--- config.mk ---
export PLATFORM = sky130hd
export DESIGN_NAME = bis_sequencer
export DESIGN_NICKNAME = d
export VERILOG_FILES = /design/src/hdl/bis_pkg.sv /design/src/hdl/bis_jumper_guard.sv /design/src/hdl/bis_sequencer.sv
export SDC_FILE = /design/constraint.sdc
export NUM_CORES = 1
export LEC_CHECK = 0
export BUFFER_PORTS_ARGS = -buffer_cell sky130_fd_sc_hd__buf_2
export CORE_MARGIN = 2
export CORE_UTILIZATION = 61
export DETAILED_ROUTE_END_ITERATION = 16
export HOLD_SLACK_MARGIN = 0.12
export PLACE_DENSITY_LB_ADDON = 0.25
export SLEW_MARGIN = 20
export SYNTH_ARGS = -nofsm -noshare
export SYNTH_HDL_FRONTEND = slang
export SYNTH_SLANG_ARGS = --single-unit
--- constraint.sdc ---
create_clock -name sys_clk -period 4.8 [get_ports sys_clk]
set_clock_uncertainty 0.15 [all_clocks]
set_input_delay 0.72 -clock sys_clk [delete_from_list [all_inputs] [get_ports sys_clk]]
set_output_delay 0.72 -clock sys_clk [all_outputs]
set_load 0.03 [all_outputs]
--- src/hdl/bis_pkg.sv ---
// constants, timing figures, fault codes and state encoding of the burner ignition sequencer
package bis_pkg;

  // time base
  localparam int CLK_MHZ = 125;
  localparam int TICK_MS = 100;
  localparam int TICK_CYCLES = TICK_MS * 1000 * CLK_MHZ;
  localparam int TICKS_PER_S = 1000 / TICK_MS;
  localparam int TMR_W = 16;

  // phase lengths in seconds
  localparam int PREIGN_S = 3;
  localparam int WIN_LONG_S = 5;
  localparam int WIN_SHORT_S = 3;
  localparam int SETTLE_S = 5;
  localparam int TRIAL_LONG_S = 5;
  localparam int TRIAL_SHORT_S = 3;
  localparam int REACT_SHORT_S = 1;
  localparam int REACT_LONG_S = 2;
  localparam int STAB_S = 5;
  localparam int TEST_FLAMEOUT_S = 15;
  localparam int POSTRUN_S = 15;
  localparam int LINK_DETECT_S = 1;

  // configuration latch after main valve operating time
  localparam int LATCH_HOURS = 200;
  localparam int LATCH_TICKS = LATCH_HOURS * 3600 * TICKS_PER_S;
  localparam int HOUR_W = 24;

  // jumper bit positions, a set bit means the jumper is intact
  localparam int JMP_W = 3;
  localparam int JMP_WIN = 0;
  localparam int JMP_TRIAL = 1;
  localparam int JMP_AIR = 2;
  localparam logic [JMP_W-1:0] JMP_RESET = 3'h7;

  // fault codes
  localparam logic [7:0] FC_NONE = 8'h00;
  localparam logic [7:0] FC_NO_FLAME_WIN = 8'h01;
  localparam logic [7:0] FC_LOW_FIRE = 8'h02;
  localparam logic [7:0] FC_FLAME_LOSS = 8'h03;
  localparam logic [7:0] FC_AIR_LINK = 8'h04;
  localparam logic [7:0] FC_INTERLOCK = 8'h05;
  localparam logic [7:0] FC_JUMPER = 8'h6e;

  typedef enum logic [10:0] {
    ST_STANDBY = 11'h001,
    ST_PREIGN = 11'h002,
    ST_WINDOW = 11'h004,
    ST_SETTLE = 11'h008,
    ST_TRIAL = 11'h010,
    ST_STAB = 11'h020,
    ST_RUN = 11'h040,
    ST_POSTRUN = 11'h080,
    ST_LOCKOUT = 11'h100,
    ST_SPARE0 = 11'h200,
    ST_SPARE1 = 11'h400
  } bis_state_type;

  function automatic logic [TMR_W-1:0] to_ticks(input int secs);
    to_ticks = TMR_W'(secs * TICKS_PER_S);
  endfunction

endpackage

--- src/hdl/bis_jumper_guard.sv ---
// jumper sampling, main valve hour count, latch of the configuration and change detection
module bis_jumper_guard #(
  parameter int LATCH_TICKS = bis_pkg::LATCH_TICKS
) (
  // clock and reset
  input wire logic sys_clk,
  input wire logic reset_n,
  input wire logic clk_en,
  // time base and activity
  input wire logic tick,
  input wire logic main_on,
  // jumpers
  input wire logic [bis_pkg::JMP_W-1:0] jumpers,
  output logic [bis_pkg::JMP_W-1:0] cfg_r,
  output logic changed_r
);

  logic sampled_r;
  logic latched_r;
  logic [bis_pkg::HOUR_W-1:0] hours_r;
  logic [bis_pkg::JMP_W-1:0] stored_r;
  wire hours_full = hours_r >= bis_pkg::HOUR_W'(LATCH_TICKS);

  // the stored copy stands in for non-volatile memory; it is lost on reset here
  always_ff @(posedge sys_clk) begin
    if (!reset_n) begin
      sampled_r <= 1'b0;
      latched_r <= 1'b0;
      hours_r <= '0;
      cfg_r <= bis_pkg::JMP_RESET;
      stored_r <= bis_pkg::JMP_RESET;
      changed_r <= 1'b0;
    end else if (clk_en) begin
      if (!sampled_r) begin
        sampled_r <= 1'b1;
        cfg_r <= jumpers;
      end
      if (tick && main_on && !hours_full)
        hours_r <= hours_r + 1'b1;
      if (hours_full && !latched_r) begin
        latched_r <= 1'b1;
        stored_r <= cfg_r;
      end
      if (latched_r && jumpers != stored_r)
        changed_r <= 1'b1;
    end
  end

endmodule // bis_jumper_guard

--- src/hdl/bis_sequencer.sv ---
// ignition trial, run and post-run sequencer with lockout and jumper supervision
module bis_sequencer #(
  parameter int TICK_CYCLES = bis_pkg::TICK_CYCLES,
  parameter int LATCH_TICKS = bis_pkg::LATCH_TICKS,
  parameter int POSTRUN_S = bis_pkg::POSTRUN_S,
  parameter bit MODULATING = 1'b1
) (
  // clock and reset
  input wire logic sys_clk,
  input wire logic reset_n,
  input wire logic clk_en,
  // controls
  input wire logic call_heat,
  input wire logic test_mode,
  input wire logic lockout_reset,
  input wire logic react_long,
  input wire logic [bis_pkg::JMP_W-1:0] jumpers,
  // purge sequencer handshake
  input wire logic purge_drive_high,
  input wire logic purge_timing,
  input wire logic purge_drive_low,
  input wire logic purge_done,
  output logic purge_hold_r,
  output logic purge_freeze_r,
  // field inputs
  input wire logic flame,
  input wire logic low_fire_sw,
  input wire logic airflow_sw,
  input wire logic preign_interlock,
  // field outputs
  output logic ignition_r,
  output logic pilot_interrupted_r,
  output logic pilot_intermittent_r,
  output logic main_valve_r,
  output logic blower_r,
  output logic fire_low_r,
  output logic fire_high_r,
  output logic fire_modulate_r,
  // status
  output logic lockout_r,
  output logic [7:0] fault_code_r,
  output logic [10:0] state_r
);

  localparam int PRE_W = $clog2(TICK_CYCLES + 1);

  bis_pkg::bis_state_type st_r, st_nxt;
  logic [PRE_W-1:0] pre_r;
  logic tick_r;
  logic [bis_pkg::TMR_W-1:0] phase_r;
  logic [bis_pkg::TMR_W-1:0] loss_r;
  logic [bis_pkg::TMR_W-1:0] link_r;
  logic permanent_r;
  logic [7:0] fault_nxt;
  logic [bis_pkg::JMP_W-1:0] cfg;
  logic jumper_changed;

  bis_jumper_guard #(
    .LATCH_TICKS(LATCH_TICKS)
  ) u_guard (
    .sys_clk(sys_clk),
    .reset_n(reset_n),
    .clk_en(clk_en),
    .tick(tick_r),
    .main_on(main_valve_r),
    .jumpers(jumpers),
    .cfg_r(cfg),
    .changed_r(jumper_changed)
  );

  // decoded configuration
  wire [bis_pkg::TMR_W-1:0] win_len = cfg[bis_pkg::JMP_WIN] ?
    bis_pkg::to_ticks(bis_pkg::WIN_LONG_S) : bis_pkg::to_ticks(bis_pkg::WIN_SHORT_S);
  wire [bis_pkg::TMR_W-1:0] trial_len = cfg[bis_pkg::JMP_TRIAL] ?
    bis_pkg::to_ticks(bis_pkg::TRIAL_LONG_S) : bis_pkg::to_ticks(bis_pkg::TRIAL_SHORT_S);
  wire airflow_present = !cfg[bis_pkg::JMP_AIR];
  wire [bis_pkg::TMR_W-1:0] react_len = react_long ?
    bis_pkg::to_ticks(bis_pkg::REACT_LONG_S) : bis_pkg::to_ticks(bis_pkg::REACT_SHORT_S);

  // test honouring points: settle freezes, run only moves the motor
  wire settle_test = (st_r == bis_pkg::ST_SETTLE) && test_mode;
  wire phase_run = tick_r && !settle_test;
  wire loss_watch = (st_r == bis_pkg::ST_TRIAL) || (st_r == bis_pkg::ST_STAB) || (st_r == bis_pkg::ST_RUN) ||
    settle_test;
  wire [bis_pkg::TMR_W-1:0] loss_len = settle_test ? bis_pkg::to_ticks(bis_pkg::TEST_FLAMEOUT_S) : react_len;
  wire loss_trip = loss_watch && !flame && (loss_r >= loss_len);
  wire low_fire_open = MODULATING && !low_fire_sw;
  // the installer link shows as the airflow input following call-for-heat while the blower is off
  wire link_seen = (st_r == bis_pkg::ST_STANDBY) && airflow_present && call_heat && airflow_sw && !blower_r;
  wire link_trip = link_r >= bis_pkg::to_ticks(bis_pkg::LINK_DETECT_S);

  always_comb begin
    st_nxt = st_r;
    fault_nxt = fault_code_r;
    case (st_r)
      bis_pkg::ST_STANDBY: begin
        if (link_trip) begin
          st_nxt = bis_pkg::ST_LOCKOUT;
          fault_nxt = bis_pkg::FC_AIR_LINK;
        end else if (purge_done && call_heat) begin
          st_nxt = bis_pkg::ST_PREIGN;
        end
      end
      bis_pkg::ST_PREIGN: begin
        // interlock is only watched here, from the window onward it is ignored
        if (!preign_interlock) begin
          st_nxt = bis_pkg::ST_LOCKOUT;
          fault_nxt = bis_pkg::FC_INTERLOCK;
        end else if (phase_r >= bis_pkg::to_ticks(bis_pkg::PREIGN_S)) begin
          st_nxt = bis_pkg::ST_WINDOW;
        end
      end
      bis_pkg::ST_WINDOW: begin
        if (low_fire_open) begin
          st_nxt = bis_pkg::ST_LOCKOUT;
          fault_nxt = bis_pkg::FC_LOW_FIRE;
        end else if (phase_r >= win_len) begin
          st_nxt = flame ? bis_pkg::ST_SETTLE : bis_pkg::ST_LOCKOUT;
          fault_nxt = flame ? fault_code_r : bis_pkg::FC_NO_FLAME_WIN;
        end
      end
      bis_pkg::ST_SETTLE: begin
        if (settle_test ? loss_trip : !flame) begin
          st_nxt = bis_pkg::ST_LOCKOUT;
          fault_nxt = bis_pkg::FC_FLAME_LOSS;
        end else if (!test_mode && phase_r >= bis_pkg::to_ticks(bis_pkg::SETTLE_S)) begin
          st_nxt = bis_pkg::ST_TRIAL;
        end
      end
      bis_pkg::ST_TRIAL: begin
        if (low_fire_open) begin
          st_nxt = bis_pkg::ST_LOCKOUT;
          fault_nxt = bis_pkg::FC_LOW_FIRE;
        end else if (loss_trip) begin
          st_nxt = bis_pkg::ST_LOCKOUT;
          fault_nxt = bis_pkg::FC_FLAME_LOSS;
        end else if (phase_r >= trial_len) begin
          st_nxt = bis_pkg::ST_STAB;
        end
      end
      bis_pkg::ST_STAB: begin
        if (loss_trip) begin
          st_nxt = bis_pkg::ST_LOCKOUT;
          fault_nxt = bis_pkg::FC_FLAME_LOSS;
        end else if (phase_r >= bis_pkg::to_ticks(bis_pkg::STAB_S)) begin
          st_nxt = bis_pkg::ST_RUN;
        end
      end
      bis_pkg::ST_RUN: begin
        if (loss_trip) begin
          st_nxt = bis_pkg::ST_LOCKOUT;
          fault_nxt = bis_pkg::FC_FLAME_LOSS;
        end else if (!call_heat) begin
          st_nxt = bis_pkg::ST_POSTRUN;
        end
      end
      bis_pkg::ST_POSTRUN: begin
        if (phase_r >= bis_pkg::to_ticks(POSTRUN_S))
          st_nxt = bis_pkg::ST_STANDBY;
      end
      bis_pkg::ST_LOCKOUT: begin
        if (lockout_reset && !permanent_r) begin
          st_nxt = bis_pkg::ST_STANDBY;
          fault_nxt = bis_pkg::FC_NONE;
        end
      end
      default: begin
        st_nxt = bis_pkg::ST_LOCKOUT;
      end
    endcase
    // a changed configuration overrides everything and only reset_n clears it, never lockout_reset
    if (jumper_changed) begin
      st_nxt = bis_pkg::ST_LOCKOUT;
      fault_nxt = bis_pkg::FC_JUMPER;
    end
  end

  // outputs derived from the next state so the registered pins change with it
  wire n_preign = st_nxt == bis_pkg::ST_PREIGN;
  wire n_window = st_nxt == bis_pkg::ST_WINDOW;
  wire n_settle = st_nxt == bis_pkg::ST_SETTLE;
  wire n_trial = st_nxt == bis_pkg::ST_TRIAL;
  wire n_stab = st_nxt == bis_pkg::ST_STAB;
  wire n_run = st_nxt == bis_pkg::ST_RUN;
  wire n_post = st_nxt == bis_pkg::ST_POSTRUN;
  wire n_standby = st_nxt == bis_pkg::ST_STANDBY;
  wire purge_any = n_standby && (purge_drive_high || purge_timing || purge_drive_low);
  wire ign_nxt = n_preign || n_window;
  wire pil_int_nxt = n_window || n_settle || n_trial;
  wire pil_itm_nxt = n_window || n_settle || n_trial || n_stab || n_run;
  wire main_nxt = n_trial || n_stab || n_run;
  wire blower_nxt = purge_any || n_preign || n_window || n_settle || n_trial || n_stab || n_run || n_post;
  wire mod_nxt = MODULATING && n_run && !test_mode;
  wire high_nxt = MODULATING && n_standby && (purge_drive_high || purge_timing);
  wire low_nxt = MODULATING && !mod_nxt && !high_nxt && (blower_nxt || n_post);

  always_ff @(posedge sys_clk) begin
    if (!reset_n) begin
      pre_r <= '0;
      tick_r <= 1'b0;
    end else if (clk_en) begin
      // restart on each phase change, else a phase could end up to a tick short
      if (st_nxt != st_r) begin
        pre_r <= '0;
        tick_r <= 1'b0;
      end else begin
        tick_r <= pre_r == PRE_W'(TICK_CYCLES - 1);
        pre_r <= (pre_r == PRE_W'(TICK_CYCLES - 1)) ? '0 : pre_r + 1'b1;
      end
    end
  end

  always_ff @(posedge sys_clk) begin
    if (!reset_n) begin
      phase_r <= '0;
      loss_r <= '0;
      link_r <= '0;
    end else if (clk_en) begin
      if (st_nxt != st_r)
        phase_r <= '0;
      else if (phase_run && phase_r != '1)
        phase_r <= phase_r + 1'b1;
      if (!loss_watch || flame || st_nxt != st_r)
        loss_r <= '0;
      else if (tick_r && loss_r != '1)
        loss_r <= loss_r + 1'b1;
      if (!link_seen)
        link_r <= '0;
      else if (tick_r && link_r != '1)
        link_r <= link_r + 1'b1;
    end
  end

  always_ff @(posedge sys_clk) begin
    if (!reset_n) begin
      st_r <= bis_pkg::ST_STANDBY;
      fault_code_r <= bis_pkg::FC_NONE;
      permanent_r <= 1'b0;
      lockout_r <= 1'b0;
      state_r <= bis_pkg::ST_STANDBY;
    end else if (clk_en) begin
      st_r <= st_nxt;
      state_r <= st_nxt;
      fault_code_r <= fault_nxt;
      lockout_r <= st_nxt == bis_pkg::ST_LOCKOUT;
      if (jumper_changed)
        permanent_r <= 1'b1;
    end
  end

  always_ff @(posedge sys_clk) begin
    if (!reset_n) begin
      ignition_r <= 1'b0;
      pilot_interrupted_r <= 1'b0;
      pilot_intermittent_r <= 1'b0;
      main_valve_r <= 1'b0;
      blower_r <= 1'b0;
      fire_low_r <= 1'b0;
      fire_high_r <= 1'b0;
      fire_modulate_r <= 1'b0;
      purge_hold_r <= 1'b0;
      purge_freeze_r <= 1'b0;
    end else if (clk_en) begin
      ignition_r <= ign_nxt;
      pilot_interrupted_r <= pil_int_nxt;
      pilot_intermittent_r <= pil_itm_nxt;
      main_valve_r <= main_nxt;
      blower_r <= blower_nxt;
      fire_low_r <= low_nxt;
      fire_high_r <= high_nxt;
      fire_modulate_r <= mod_nxt;
      purge_hold_r <= test_mode && n_standby && (purge_drive_high || purge_drive_low);
      purge_freeze_r <= test_mode && n_standby && purge_timing;
    end
  end

endmodule // bis_sequencer

== Yosys cells after proc, flatten, opt, wreduce, memory -nomap -nowiden ==
Cells that the tools add are included.
W data, S select, Z words.

* Memories kept: 0
* Output and inout port bits: 30
* Bits in read-only memories: 0
* Input bits: 18
* Latch bits: 0
* Bits in writable memories: 0
* Register bits after elaboration: 137
* Word-level logic and storage cells: 188

* Divide/modulo/power cells: 0
* Multipliers: 0
* Reductions and logical operators: 73
* $lt $le $gt $ge: 8
* Add/sub/neg operators: 5
* Muxes and demuxes: 45
* Shifts and indexed selects: 0
* Bitwise logic cells: 1
* Equal/unequal tests: 31

{| class="wikitable"
|+ Operators with widths
! kind !! number
|-
| $mux W11 || 18
|-
| $pmux W11 S9 || 1
|-
| $mux W16 || 6
|-
| $mux W8 || 11
|-
| $pmux W8 S7 || 1
|-
| $add A16 B1 Y16 const B || 3
|-
| $add A24 B1 Y24 const B || 2
|-
| $mux W24 || 2
|-
| $ne A16 B16 Y1 const B || 3
|-
| $ge A16 B6 Y1 || 2
|-
| $logic_and A1 B1 Y1 || 26
|-
| $eq A24 B24 Y1 const B || 1
|-
| $ge A24 B23 Y1 const B || 1
|-
| $logic_or A1 B1 Y1 || 23
|-
| $eq A11 B1 Y1 const B || 2
|-
| $eq A11 B2 Y1 const B || 2
|-
| $eq A11 B3 Y1 const B || 2
|-
| $eq A11 B4 Y1 const B || 2
|-
| $eq A11 B5 Y1 const B || 2
|-
| $eq A11 B6 Y1 const B || 2
|-
| $eq A11 B7 Y1 const B || 2
|-
| $eq A11 B8 Y1 const B || 2
|-
| $eq A11 B9 Y1 const B || 2
|-
| $ge A16 B4 Y1 const B || 1
|-
| 21 further kinds || 44
|}

== Logic depth before layout (Yosys ltp) ==
* Depth in word-level cells: 21
* Mapped depth: 19
* Depth with buffers taken out: 15

== By module ==
Synthesis repeated with hierarchy kept, for this count alone.

* Cells, all modules: 1010
* Area, all modules: 8062.7 um^2

{| class="wikitable"
|+ By module, submodules not included
! module !! instances !! cells each !! area each (um^2) !! sequential area each (um^2)
|-
| bis_sequencer || 1 || 816 || 6406.1 || 2082.0
|-
| bis_jumper_guard || 1 || 194 || 1656.6 || 660.6
|}

== Least setup slack after synthesis ==
No wires, ideal clock.

* Kind: register to register
* Start point: register st_r[3]
* End point: register pre_r[16]
* Path buffers: 2
* Setup time: 0.087 ns
* Cell stages (with the launch flop): 17
* Required time: 4.563 ns
* Period minus slack after synthesis: 4.217 ns
* Data arrival time: 3.980 ns
* Setup slack: 0.583 ns
* Cells stage by stage: dfxtp_1 clkbuf_1 nor4b_1 and4_1 inv_1 ha_1 o21ai_0 nand4_1 a221oi_1 o32ai_2 a211oi_1 o22ai_1 nor4_4 and2_1 nand2_4 buf_6 o31ai_1

* Cells in the longest elaborated chain, start to end: 12
* Elaborated cells between the ends (all ways): 39
* Classes of those cells: order compare: 1; eq/ne: 10; mux: 22; reduce/logical: 6

{| class="wikitable"
|+ Ends and longest elaborated chain
! item !! line !! text
|-
| start, declared || bis_sequencer.sv:47 || <nowiki>bis_pkg::bis_state_type st_r, st_nxt;</nowiki>
|-
| start signal, assigned || bis_sequencer.sv:236 || <nowiki>st_r <= bis_pkg::ST_STANDBY;</nowiki>
|-
| start signal, assigned || bis_sequencer.sv:242 || <nowiki>st_r <= st_nxt;</nowiki>
|-
| branches (longest 10 deep; another with $ge A16 B8 Y1) || n/a ||
|-
| $ne A11 B11 Y1 * || bis_sequencer.sv:203 || <nowiki>if (st_nxt != st_r) begin</nowiki>
|-
| $mux W24 * || bis_sequencer.sv:203 ||
|-
| end signal, assigned || bis_sequencer.sv:208 || <nowiki>pre_r <= (pre_r == PRE_W'(TICK_CYCLES - 1)) ? '0 : pre_r + 1'b1;</nowiki>
|-
| end, declared || bis_sequencer.sv:48 || <nowiki>logic [PRE_W-1:0] pre_r;</nowiki>
|}

Every way passes the cells marked *.
A chain may end at the register's enable or synchronous reset.

== Worst setup path in the final report ==
* Start point: register st_r[5]
* End point: register pre_r[1]

Same word-level chain as after synthesis.

==> results.sh <==
export IMPL_outcome="finished clean"
export IMPL_worstPathRequired_ps=4990
export IMPL_dr_total_vias=7046
export IMPL_syn_area_um2=7500
export IMPL_leakage_nw=3.19
export IMPL_hold_depth=1
export IMPL_ys_warn_count=0
export IMPL_peakVddDrop_mv=0.355
export IMPL_firstDrtPassIters=8
export IMPL_synthFlopType="dfxtp_1"
export IMPL_finalSetupTns_ps=0
export IMPL_start_util_pct=62.4
export IMPL_rsz0062_at_grt="true"
export IMPL_slew_headroom_pct=39.3
export IMPL_worstSkewPairLatency_ps=430
export IMPL_wl_per_cell_um=17.1
export IMPL_grt_pass1_vias=6667
export IMPL_numCtsBuffers=17
export IMPL_cap_violations=0
export IMPL_grt_max_degree=54
export IMPL_clockBufferDepth=2
export IMPL_ff2ff_path_depth=15
export IMPL_track_usage_pct=30.4
export IMPL_fillers=988
export IMPL_yosysMostFrequentCell="dfxtp_1"
export IMPL_finalCritPeriodShare_pct=95.1
export IMPL_start_kind="register"
export IMPL_die_h_um=115
export IMPL_critPathArrivalTime_ps=4760
export IMPL_synth_common_cells="137 x dfxtp_1, 100 x nor2_1, 95 x nand2_1"
export IMPL_hold_class="register to register"
export IMPL_std_cell_rows=40
export IMPL_die_w_um=115
export IMPL_synth_edff_count=0
export IMPL_max_freq_mhz=219
export IMPL_n_antenna_cell=0
export IMPL_ios=48
export IMPL_vias_per_cell=6.27
export IMPL_wl_um=19300
export IMPL_hpwlAfterDp_um=13400
export IMPL_syn_inst=930
export IMPL_place_congestion=1.01
export IMPL_core_area_um2=12000
export IMPL_worst_hold_slack_ps=305
export IMPL_criticalPathCategory="register to register"
export IMPL_drt_iter0_markers=604
export IMPL_synth_async_reset_ratio_pct=0
export IMPL_tritoncts="yes"
export IMPL_htree_levels=4
export IMPL_synth_distinct_cells=78
export IMPL_drive_above_1_share_pct=13.0
export IMPL_endpoint_kind="register"
export IMPL_ys_top_cells_by_area="dfxtp_1 37%, nor2_1 5.0%, nand2_1 4.8%"
export IMPL_final_cells=1124
export IMPL_antenna_found_initial=0
export IMPL_grt_pass1_wl_um=32100
export IMPL_syn2layout_area_growth_pct=12.4
export IMPL_synth_avg_cell_area_um2=8.06
export IMPL_fin_nets=1000
export IMPL_setup_viol=0
export IMPL_antenna_left=0
export IMPL_dieArea_um2=13200
export IMPL_cts_clk_slew_worst_paths_ps=60
export IMPL_postCtsHoldBufs=0
export IMPL_ctsRootBufferMaster="clkbuf_16"
export IMPL_worst_pin_slew_ps=909
export IMPL_worstPathMaxFanout=10
export IMPL_route_detailed_drc=0
export IMPL_numClockSinks=137
export IMPL_syn_nets=965
export IMPL_ys_seq_elements=137
export IMPL_fin_crit_ps=4560
export IMPL_synth_top_cell_area_share_pct=36.6
export IMPL_yosysSeqAreaShare_pct=36.6
export IMPL_maxSlewViolCount=0
export IMPL_hold_violations=0
export IMPL_powerDensity_nw_per_um2=319
export IMPL_yosys_area_top_type="dfxtp_1"
export IMPL_numPortBuffers=47
export IMPL_grt_overflow_total=0
export IMPL_place_inst=1092
-- sequential cells by signal, indices dropped and copies added, names as in the netlist, 3 cells and up --
| name | cells |
|---|---|
| link_r | 16 |
| st_r | 11 |
| u_guard.stored_r | 3 |
| phase_r | 16 |
| loss_r | 16 |
| fault_code_r | 8 |
| u_guard.hours_r | 24 |
| u_guard.cfg_r | 3 |
| pre_r | 24 |
-- power breakdown --
group	leakage (nW)	switching [mW]	internal, mW
clock network	0.267	0.511	0.762
registers	1.11	0.0101	1.15
logic	1.81	0.172	0.0869
total	3.19	0.693	2.00
-- final cells by class --
cell class	instances	area [um2]	area share, %
inverters	29	109	1.29
well taps	147	184	2.18
flip-flops and latches	137	2740	32.5
multi-input cells	717	4460	52.9
clock inverters	14	151	1.80
clock buffers	17	425	5.05
repair buffers	63	355	4.22
-- final timing paths --
path	end	from	slack (ps)
max	pre_r[1]	st_r[5]	240
min	fault_code_r[4]	fault_code_r[4]	310
max reg2reg	pre_r[1]	st_r[5]	240
min reg2reg	fault_code_r[4]	fault_code_r[4]	310
-- metal layers --
layer | vias to the layer above | routed length, um | global-route usage (%)
met5 | - | 0 | 0
met4 | 0 | 623 | 12.8
met3 | 57 | 1280 | 6.75
met2 | 281 | 9090 | 50.1
met1 | 3242 | 8280 | 38.6
li1 | 3466 | - | -
-- worst max-delay path: stages (launching register included) --
cell and delay [ps]:
dfxtp_1 430, nor4_4 410, and4_1 390, nand2_1 120, nand2_1 80, ha_1 220, nand2b_1 90, a311oi_1 130
nor3b_1 290, o21ai_0 240, a221oi_1 330, o211ai_1 190, nor4_4 600, nand3_1 290, or3_1 390, a21oi_1 140
-- what timing repair did --
item | in CTS | in global routing
resized for setup | 0 | 3
setup buffers | 0 | 1
endpoints found under the setup margin | 0 | 52
-- placed cells by master, fill, tap and decap left out, drive strengths merged, types with 15 or more instances in the layout --
| cell type | count |
|---|---|
| nand4 | 25 |
| nor2 | 100 |
| o21ai | 49 |
| o31ai | 21 |
| a31oi | 16 |
| dfxtp | 137 |
| inv | 28 |
| or3 | 19 |
| xor2 | 32 |
| nand3 | 42 |
| a21oi | 47 |
| buf | 63 |
| xnor2 | 15 |
| clkbuf | 17 |
| nor3 | 18 |
| and3 | 37 |
| nor4 | 16 |
| ha | 17 |
| nand2 | 96 |
-- per-stage QoR --
step	utilization (%)	setup slack, ps	power, mW	cell area, um2
after global routing	70.2	-81.2	2.77	8430
after global placement	65.2	351	1.43	7830
final	70.2	236	2.69	8430
after CTS	70.0	214	2.69	8410
after detailed placement	65.2	247	1.43	7830
after floorplan	-	583	1.36	7500
-- cells by family (layout without fill, tap and decap cells) --
group | Yosys count | in the layout | share of synthesized area (%)
simple gates | 436 | 436 | 31.2
xor+xnor | 47 | 47 | 5.49
mux | 14 | 14 | 1.87
buf+inv | 76 | 123 | 4.09
compound gates | 203 | 203 | 17.9
fa+ha+maj | 17 | 17 | 2.84
flops | 137 | 137 | 36.6
Power figures use the tool's default switching activity.
